<file path="config.mk">
export PLATFORM = sky130hd
export DESIGN_NAME = return_address_stack
export DESIGN_NICKNAME = d
export VERILOG_FILES = /design/src/common/return_address_stack_pkg.sv /design/src/return_address_stack.sv
export VERILOG_INCLUDE_DIRS = /design/src /design/src/common
export SDC_FILE = /design/constraint.sdc
export NUM_CORES = 2
export LEC_CHECK = 0
export BUFFER_PORTS_ARGS = -buffer_cell sky130_fd_sc_hd__buf_2
export CAP_MARGIN = 10
export CORE_ASPECT_RATIO = 1.75
export CORE_MARGIN = 1
export CORE_UTILIZATION = 55
export DETAILED_ROUTE_END_ITERATION = 8
export PLACE_DENSITY = 0.71
export SYNTH_ARGS = -nofsm -noshare
export SYNTH_HDL_FRONTEND = slang
export SYNTH_SLANG_ARGS = --single-unit
</file>
<file path="constraint.sdc">
create_clock -name ref_clk -period 4.3 [get_ports ref_clk]
set_clock_uncertainty 0.05 [all_clocks]
set_input_delay 0.215 -clock ref_clk [delete_from_list [all_inputs] [get_ports ref_clk]]
set_output_delay 0.215 -clock ref_clk [all_outputs]
set_load 0.02 [all_outputs]
</file>
<file path="src/common/return_address_stack_cfg.svh">
// constants of the return address stack: offsets, fields, reset values
`ifndef RETURN_ADDRESS_STACK_CFG_SVH
`define RETURN_ADDRESS_STACK_CFG_SVH

// ****************************************
// geometry
// ****************************************
`define RAS_PC_WIDTH        21
`define RAS_PTR_WIDTH       5
`define RAS_DEPTH           31
`define RAS_DEPTH_PTR       5'h1f
`define RAS_OVERFLOW_STEP   21'h000002
`define RAS_ADDR_WIDTH      4
`define RAS_DATA_WIDTH      8

// ****************************************
// register offsets
// ****************************************
`define RAS_ADDR_POINTER    4'h0
`define RAS_ADDR_TOP_LOW    4'h1
`define RAS_ADDR_TOP_HIGH   4'h2
`define RAS_ADDR_TOP_UPPER  4'h3
`define RAS_ADDR_IRQ_STATUS 4'h4
`define RAS_ADDR_IRQ_CLEAR  4'h5
`define RAS_ADDR_IRQ_ENABLE 4'h6
`define RAS_ADDR_CONFIG     4'h7
`define RAS_ADDR_LAST_OP    4'h8

// ****************************************
// fields and reset values
// ****************************************
`define RAS_BIT_FULL        7
`define RAS_BIT_UNDERFLOW   6
`define RAS_IRQ_WIDTH       3
`define RAS_IRQ_FULL        0
`define RAS_IRQ_UNDERFLOW   1
`define RAS_IRQ_OVF_RESET   2
`define RAS_CFG_OVF_RESET   0
`define RAS_CFG_RESET       1'b1
`define RAS_IRQ_EN_RESET    3'h0
`define RAS_LAST_POP_BIT    7

`endif

</file>
<file path="src/common/return_address_stack_pkg.sv">
// types of the return address stack
`include "return_address_stack_cfg.svh"

package return_address_stack_pkg;

	// ****************************************
	// operation kinds
	// ****************************************
	typedef enum logic [1:0] {
		CALL_OP,
		RELATIVE_SUBROUTINE_JUMP_OP,
		INTERRUPT_ACK_OP
	} push_kind_t;

	typedef enum logic [1:0] {
		RETURN_OP,
		EXIT_WITH_LITERAL_OP,
		EXIT_FROM_INTERRUPT_OP
	} pop_kind_t;

	// ****************************************
	// carriers
	// ****************************************
	typedef struct packed {
		logic                     valid;
		push_kind_t               kind;
		logic [`RAS_PC_WIDTH-1:0] pc;
	} push_req_t;

	typedef struct packed {
		logic      valid;
		pop_kind_t kind;
	} pop_req_t;

	typedef struct packed {
		logic                       wrStrobe;
		logic                       rdStrobe;
		logic [`RAS_ADDR_WIDTH-1:0] addr;
		logic [`RAS_DATA_WIDTH-1:0] wrData;
	} bus_req_t;

	typedef struct packed {
		logic                     valid;
		logic                     underflow;
		logic [`RAS_PC_WIDTH-1:0] pc;
	} pop_resp_t;

	typedef struct packed {
		logic [`RAS_DEPTH-1:0][`RAS_PC_WIDTH-1:0] entries;
		logic [`RAS_PTR_WIDTH-1:0]                pointer;
		logic                                     fullFlag;
		logic                                     underflowFlag;
		logic [`RAS_IRQ_WIDTH-1:0]                irqStatus;
		logic [`RAS_IRQ_WIDTH-1:0]                irqEnable;
		logic                                     overflowResetEnable;
		logic                                     lastWasPop;
		logic [1:0]                               lastKind;
		pop_resp_t                                popResp;
		logic                                     deviceResetReq;
		logic                                     irq;
		logic [`RAS_DATA_WIDTH-1:0]               rdData;
	} stack_state_t;

endpackage

</file>
<file path="src/return_address_stack.sv">
// return address stack of the core with pointer, top-of-stack and status registers
//
// Functional notes
// [RQ1] 31 entries of 21 bits, 5-bit pointer
// [RQ2] push pc on calls and interrupt acknowledge
// [RQ3] pop top entry on all three returns
// [RQ4] pc latch registers untouched by calls, returns
// [RQ5] pointer zero after every reset, no entry
// [RQ6] push: increment pointer, then write entry
// [RQ7] pop: read entry, then decrement pointer
// [RQ8] three top bytes access selected entry
// [RQ9] software reads and writes the pointer
// [RQ10] full after 31 pushes; software, power-on clear
// [RQ11] overflow reset: store pc plus two, reset
// [RQ12] no overflow reset: pointer stays 31, no overwrite
// [RQ13] pop at zero: pc zero, underflow flag
// [RQ14] underflow sticks until software or power-on
// [RQ15] underflow is no reset; registers kept
// [RQ16] storage apart from program and data space
// [RQ17] software masks interrupts during top access
// [RQ18] pointer write visible next cycle; a push, or a pop above zero, in the same cycle sets the pointer instead
`include "return_address_stack_cfg.svh"
`timescale 1ns/1ps
`default_nettype none

module return_address_stack
	import return_address_stack_pkg::*;
#(
	parameter int PC_WIDTH = `RAS_PC_WIDTH,
	parameter int DEPTH    = `RAS_DEPTH
) (
	input  wire logic                       ref_clk,
	input  wire logic                       reset_n,
	input  wire logic                       powerOnReset,
	input  wire push_req_t                  pushReq,
	input  wire pop_req_t                   popReq,
	input  wire bus_req_t                   busReq,
	output var  pop_resp_t                  popResp,
	output logic                            deviceResetReq,
	output logic                            irq,
	output logic [`RAS_DATA_WIDTH-1:0]      rdData,
	output logic [`RAS_PTR_WIDTH-1:0]       stackPointer,
	output logic                            stackFull,
	output logic                            stackUnderflow
);

	// ****************************************
	// elaboration check
	// ****************************************
	// the struct layout is fixed by the header; other sizes cannot be served
	generate
		if (PC_WIDTH != `RAS_PC_WIDTH || DEPTH != `RAS_DEPTH) begin : gBadSize
			$error("return_address_stack: PC_WIDTH and DEPTH must match the header");
		end
	endgenerate

	// ****************************************
	// helpers
	// ****************************************
	stack_state_t state_reg;
	stack_state_t state_next;

	// pointer 1..31 maps onto entry 0..30; pointer zero owns no entry
	function automatic logic [`RAS_PTR_WIDTH-1:0] entryIndex(input logic [`RAS_PTR_WIDTH-1:0] ptr);
		entryIndex = ptr - 5'h01;
	endfunction

	function automatic logic [`RAS_PC_WIDTH-1:0] entryAt(
		input logic [`RAS_DEPTH-1:0][`RAS_PC_WIDTH-1:0] mem,
		input logic [`RAS_PTR_WIDTH-1:0]                ptr
	);
		if (ptr == 5'h00) begin
			entryAt = '0;
		end else begin
			entryAt = mem[entryIndex(ptr)];
		end
	endfunction

	logic [`RAS_PC_WIDTH-1:0]  topEntry;
	logic [`RAS_PTR_WIDTH-1:0] bumpedPtr;
	logic [`RAS_IRQ_WIDTH-1:0] irqEvents;

	assign topEntry  = entryAt(state_reg.entries, state_reg.pointer); // see [RQ8]
	assign bumpedPtr = state_reg.pointer + 5'h01;

	// ****************************************
	// next state
	// ****************************************
	always_comb begin
		state_next                   = state_reg;
		state_next.popResp.valid     = 1'b0;
		state_next.popResp.underflow = 1'b0;
		state_next.deviceResetReq    = 1'b0;
		state_next.rdData            = '0;
		irqEvents                    = '0;

		// software side; storage only reachable here and from the core ports
		if (busReq.wrStrobe) begin // see [RQ16]
			case (busReq.addr)
				`RAS_ADDR_POINTER: begin
					state_next.pointer = busReq.wrData[`RAS_PTR_WIDTH-1:0]; // see [RQ9] [RQ18]
					if (!busReq.wrData[`RAS_BIT_FULL]) begin
						state_next.fullFlag = 1'b0; // see [RQ10]
					end
					if (!busReq.wrData[`RAS_BIT_UNDERFLOW]) begin
						state_next.underflowFlag = 1'b0; // see [RQ14]
					end
				end
				`RAS_ADDR_TOP_LOW: begin
					if (state_reg.pointer != 5'h00) begin
						state_next.entries[entryIndex(state_reg.pointer)][7:0] = busReq.wrData; // see [RQ8]
					end
				end
				`RAS_ADDR_TOP_HIGH: begin
					if (state_reg.pointer != 5'h00) begin
						state_next.entries[entryIndex(state_reg.pointer)][15:8] = busReq.wrData; // see [RQ8]
					end
				end
				`RAS_ADDR_TOP_UPPER: begin
					if (state_reg.pointer != 5'h00) begin
						state_next.entries[entryIndex(state_reg.pointer)][20:16] = busReq.wrData[4:0]; // see [RQ8]
					end
				end
				`RAS_ADDR_IRQ_CLEAR: begin
					state_next.irqStatus = state_reg.irqStatus & ~busReq.wrData[`RAS_IRQ_WIDTH-1:0];
				end
				`RAS_ADDR_IRQ_ENABLE: begin
					state_next.irqEnable = busReq.wrData[`RAS_IRQ_WIDTH-1:0];
				end
				`RAS_ADDR_CONFIG: begin
					state_next.overflowResetEnable = busReq.wrData[`RAS_CFG_OVF_RESET];
				end
				default: begin
				end
			endcase
		end

		// core side: only the pc is returned, the latch registers live elsewhere
		if (pushReq.valid) begin // see [RQ2] [RQ4]
			state_next.lastWasPop = 1'b0;
			state_next.lastKind   = pushReq.kind;
			if (state_reg.pointer == `RAS_DEPTH_PTR) begin
				state_next.pointer = state_reg.pointer; // see [RQ12]
			end else if (bumpedPtr == `RAS_DEPTH_PTR) begin
				irqEvents[`RAS_IRQ_FULL] = 1'b1; // see [RQ10]
				if (state_reg.overflowResetEnable) begin
					state_next.entries[entryIndex(bumpedPtr)] = pushReq.pc + `RAS_OVERFLOW_STEP; // see [RQ11]
					state_next.pointer                        = 5'h00;
					state_next.deviceResetReq                 = 1'b1;
					irqEvents[`RAS_IRQ_OVF_RESET]             = 1'b1;
				end else begin
					state_next.entries[entryIndex(bumpedPtr)] = pushReq.pc; // see [RQ12]
					state_next.pointer                        = bumpedPtr;
				end
			end else begin
				state_next.pointer                        = bumpedPtr; // see [RQ6] [RQ1]
				state_next.entries[entryIndex(bumpedPtr)] = pushReq.pc;
			end
		end else if (popReq.valid) begin // see [RQ3]
			state_next.lastWasPop    = 1'b1;
			state_next.lastKind      = popReq.kind;
			state_next.popResp.valid = 1'b1;
			if (state_reg.pointer == 5'h00) begin
				state_next.popResp.pc        = '0; // see [RQ13] [RQ15]
				state_next.popResp.underflow = 1'b1;
				irqEvents[`RAS_IRQ_UNDERFLOW] = 1'b1;
			end else begin
				state_next.popResp.pc = topEntry; // see [RQ7]
				state_next.pointer    = state_reg.pointer - 5'h01;
			end
		end

		// hardware set wins over a software clear in the same cycle
		if (irqEvents[`RAS_IRQ_FULL]) begin
			state_next.fullFlag = 1'b1; // see [RQ10]
		end
		if (irqEvents[`RAS_IRQ_UNDERFLOW]) begin
			state_next.underflowFlag = 1'b1; // see [RQ14]
		end
		state_next.irqStatus = state_next.irqStatus | irqEvents;

		// read data from the state before this cycle's writes
		if (busReq.rdStrobe) begin
			case (busReq.addr)
				`RAS_ADDR_POINTER: begin
					state_next.rdData = {state_reg.fullFlag, state_reg.underflowFlag, 1'b0, state_reg.pointer}; // see [RQ9]
				end
				`RAS_ADDR_TOP_LOW: begin
					state_next.rdData = topEntry[7:0]; // see [RQ8]
				end
				`RAS_ADDR_TOP_HIGH: begin
					state_next.rdData = topEntry[15:8];
				end
				`RAS_ADDR_TOP_UPPER: begin
					state_next.rdData = {3'h0, topEntry[20:16]};
				end
				`RAS_ADDR_IRQ_STATUS: begin
					state_next.rdData = {5'h00, state_reg.irqStatus};
				end
				`RAS_ADDR_IRQ_ENABLE: begin
					state_next.rdData = {5'h00, state_reg.irqEnable};
				end
				`RAS_ADDR_CONFIG: begin
					state_next.rdData = {7'h00, state_reg.overflowResetEnable};
				end
				`RAS_ADDR_LAST_OP: begin
					state_next.rdData = {state_reg.lastWasPop, 5'h00, state_reg.lastKind};
				end
				default: begin
					state_next.rdData = 8'h00;
				end
			endcase
		end

		state_next.irq = |(state_next.irqStatus & state_next.irqEnable);

		// any reset empties the stack; flags and storage only fall on power-on
		if (!reset_n) begin
			state_next.pointer        = 5'h00; // see [RQ5]
			state_next.popResp        = '0;
			state_next.deviceResetReq = 1'b0;
			state_next.rdData         = '0;
			state_next.irqStatus      = '0;
			state_next.irqEnable      = `RAS_IRQ_EN_RESET;
			state_next.irq            = 1'b0;
			state_next.lastWasPop     = 1'b0;
			state_next.lastKind       = 2'h0;
			if (powerOnReset) begin
				state_next.entries             = '0;
				state_next.fullFlag            = 1'b0; // see [RQ10] [RQ14]
				state_next.underflowFlag       = 1'b0;
				state_next.overflowResetEnable = `RAS_CFG_RESET;
			end
		end
	end

	// ****************************************
	// state register
	// ****************************************
	always_ff @(posedge ref_clk) begin
		state_reg <= state_next;
	end

	assign popResp        = state_reg.popResp;
	assign deviceResetReq = state_reg.deviceResetReq;
	assign irq            = state_reg.irq;
	assign rdData         = state_reg.rdData;
	assign stackPointer   = state_reg.pointer;
	assign stackFull      = state_reg.fullFlag;
	assign stackUnderflow = state_reg.underflowFlag;

endmodule

`default_nettype wire

</file>
==> qor.csv <==
stage;metric;value;unit
drt;DR vias;35609;
logic_synthesis;FFs w/ async S/R, synth;0;
drt;initial DRC count;4251;
global_route;vias in the first global route;34127;
clock_tree;Clock Sinks;701;
global_route;global-route wire length before repair;222000;microns
timing;Least-Margin Pin Slew;1160;ps
logic_synthesis;Yosys warnings;0;
floorplanning;cell row count;127;
drt;Vias/cell;7.02;
timing;Max Slew Vio Count;0;
floorplanning;full die area;0.0707;sq mm
worst_setup_path;CP most frequent cell;buf_4;
worst_setup_path;WS Path Type;register to register;
logic_synthesis;Avg Cell Area, Syn;8.84;sq um
drt;Remaining DRCs;0;
drt;router iterations before antenna repair;8;
worst_setup_path;CP max stage delay;880;ps
power_and_ir_drop;Pleak;14.6;nW
timing;Final period util;0.927;
timing;f_max;251;MHz
global_route;initial antenna violation count;15;
worst_setup_path;WP data arrival;4500;ps
worst_setup_path;worst path required time;4820;ps
drt;WL final;151000;microns
logic_synthesis;post-synthesis sequential area ratio;0.367;
cells_and_area;Largest register FFs;661;
floorplanning;# IOs;84;
clock_tree;CTS tree;yes;
timing;Final WS setup;315;ps
cells_and_area;Area Overhead vs Synth;8.40;%
clock_tree;worst-case clock buffer depth;3;
clock_tree;Clock Tree Root;clkbuf_16;
worst_setup_path;crit path max fanout;23;
worst_setup_path;Worst setup EP type;register;
placement;buffers added on ports;83;
placement;Setup WS pre-CTS;531;ps
logic_synthesis;post-synthesis cell type count;82;
timing;Final setup viols;0;
floorplanning;Starting Density;0.557;
global_route;grt ovf;0;
clock_tree;setup bufs post-CTS;0;
timing;setup total negative slack;0;ps
global_route;largest net degree at the start of global routing;114;
placement;Detail Placement HPWL;96500;microns
clock_tree;clock-pin slew on the worst setup and hold paths;70;ps
logic_synthesis;Synth Net Count;4382;
timing;RSZ-0062 raised after global routing;no;
power_and_ir_drop;pwr/cell area;414;mW/mm^2
logic_synthesis;Synth Cell Area;0.0383;sq mm
hold_path;worst hold path type;input pin to register;
floorplanning;Die X;201;microns
timing;Slew headroom;0.226;
clock_tree;TritonCTS Buffers;68;
power_and_ir_drop;Max VDD drop;0.000267;V
job;# Max-Cap Violations;0;
floorplanning;Die Ht;351;microns
drt;drt wl/cell;29.7;microns
logic_synthesis;EDFF count, synth;0;
timing;Tmin final;3990;ps
global_route;Total Routing Usage GR;0.417;
worst_setup_path;Slowest-stage cell, CP;nor4_1;
worst_setup_path;Startpoint Class;register;
drt;Final ANT Viol Nets;0;
logic_synthesis;Gate Count Post-Synth;4328;
clock_tree;H-tree lvl count;3;
timing;total count of hold-check failures in the final report;0;
clock_tree;post-CTS resize count;0;
cells_and_area;Total Nets Final;4173;
cells_and_area;layout cells sized above 1;0.143;
placement;gp weighted congestion;1.12;
status;status;finished clean;
worst_setup_path;critical path cell sequence;inv_1, ha_1, buf_4, nor3b_1, a21bo_2, and2_2, buf_4, o22ai_1, nor4_1, nand2_1, a41oi_1;
logic_synthesis;main flop type after synthesis;dfxtp_1;
clock_tree;Worst-Skew Late Latency;650;ps
logic_synthesis;Yosys reg bits;701;
floorplanning;core area;0.0686;sq mm
-- synth_stat cells, types with 11 or more instances --
cell type | instances | share of area
nor2_1 | 750 | 0.074
dfxtp_1 | 701 | 0.37
mux2i_1 | 457 | 0.12
a211oi_1 | 424 | 0.083
nand2_1 | 362 | 0.036
clkbuf_1 | 337 | 0.033
a311oi_1 | 227 | 0.052
o21ai_0 | 217 | 0.028
mux4_2 | 143 | 0.084
buf_2 | 114 | 0.015
nand3_1 | 92 | 0.012
buf_4 | 64 | 0.013
a21oi_1 | 48 | 0.0063
nor2_2 | 43 | 0.0070
nand4_1 | 25 | 0.0041
o22ai_1 | 18 | 0.0029
nor3_1 | 17 | 0.0022
nand2b_1 | 16 | 0.0026
xnor2_1 | 15 | 0.0034
and2_1 | 14 | 0.0023
nor2b_1 | 14 | 0.0023
mux2_2 | 12 | 0.0035
a31oi_1 | 11 | 0.0018
o211ai_1 | 11 | 0.0022
xor2_1 | 11 | 0.0025
-- logic make-up after synthesis --
kind of cell / after synthesis / share of synthesized area
xor+xnor: 27 / 0.00638
compound gates: 1035 / 0.195
buf+inv: 541 / 0.0647
mux: 614 / 0.209
flops: 701 / 0.367
fa+ha+maj: 10 / 0.00327
simple gates: 1400 / 0.155
-- layout by cell type (no fill, tap or decap), types with 12 or more instances in the layout --
| master | instances |
|---|---|
| clkbuf_8 | 12 |
| o22ai_1 | 17 |
| nand2_1 | 362 |
| nand3_1 | 88 |
| mux2i_1 | 457 |
| buf_12 | 18 |
| clkbuf_16 | 71 |
| buf_2 | 78 |
| nor2_1 | 750 |
| and2_1 | 13 |
| buf_4 | 148 |
| o21ai_0 | 217 |
| a211oi_1 | 424 |
| dfxtp_1 | 699 |
| mux4_2 | 143 |
| a21oi_1 | 48 |
| nor3_1 | 17 |
| clkbuf_1 | 16 |
| a311oi_1 | 227 |
| nand4_1 | 25 |
| mux2_2 | 12 |
| nor2b_1 | 12 |
| nor2_2 | 43 |
| nand2b_1 | 16 |
-- final timing paths --
| check | from | to | slack (ps) | depth (start not counted) |
|---|---|---|---|---|
| setup reg to reg | stackPointer[0]$_SDFFE_PN0P_ | rdData[3]$_SDFF_PN0_ | 310 | 11 |
| hold reg to reg | popResp[7]$_SDFFE_PN0P_ | popResp[7]$_SDFFE_PN0P_ | 410 | 2 |
| hold / removal | powerOnReset | stackUnderflow$_DFF_P_ | 30 | 3 |
| setup / recovery | stackPointer[0]$_SDFFE_PN0P_ | rdData[3]$_SDFF_PN0_ | 310 | 11 |
-- timing repair --
| item | CTS | global route |
|---|---|---|
| hold buffers | 10 | 0 |
| hold endpoints to repair | 15 | 0 |
| endpoints found under the setup margin | 0 | 0 |
-- through the flow --
stage	power [mW]	utilization	cells	hold WS (ps)	instance area, sq um
CTS	16.9	0.604	5067	19.2	41500
floorplan	9.54	-	4328	308	38300
finish	17.2	0.604	5070	31.3	41500
detailed placement	10.8	0.570	4942	402	39200
global placement	10.8	0.570	4942	392	39200
global route	17.5	0.604	5067	31.7	41500
-- power by group --
part           internal, mW  switching [mW]
combinational          1.25            2.48
sequential             6.97           0.269
clock                  3.47            2.74
total                  11.7            5.49
-- worst max-delay path: cells and delay by family (launching register included) --
kind	cells	cell delay (ps)
AND/OR/NAND/NOR	4	1290
buffers and inverters	3	840
adder cells (fa/ha/maj)	1	640
AO/OA/AOI/OAI	3	730
flip-flops	1	340
-- per-layer routing --
layer | share of wire | vias up | global-route usage
met1 | 0.34 | 17261 | 0.452
met4 | 0.11 | 20 | 0.396
li1 | - | 15399 | -
met3 | 0.097 | 773 | 0.106
met5 | 0.0010 | - | 0
met2 | 0.46 | 2156 | 0.665
-- cell type report --
| type | instances | area (sq um) |
|---|---|---|
| inverters | 8 | 30.0 |
| clock inverters | 16 | 204 |
| clock buffers | 99 | 2000 |
| diodes | 3 | 7.51 |
| multi-input cells | 3086 | 22100 |
| fillers | 5894 | 27200 |
| flip-flops and latches | 701 | 14000 |
| well taps | 903 | 1130 |
| repair buffers | 254 | 1960 |
Power figures use the tool's default switching activity.
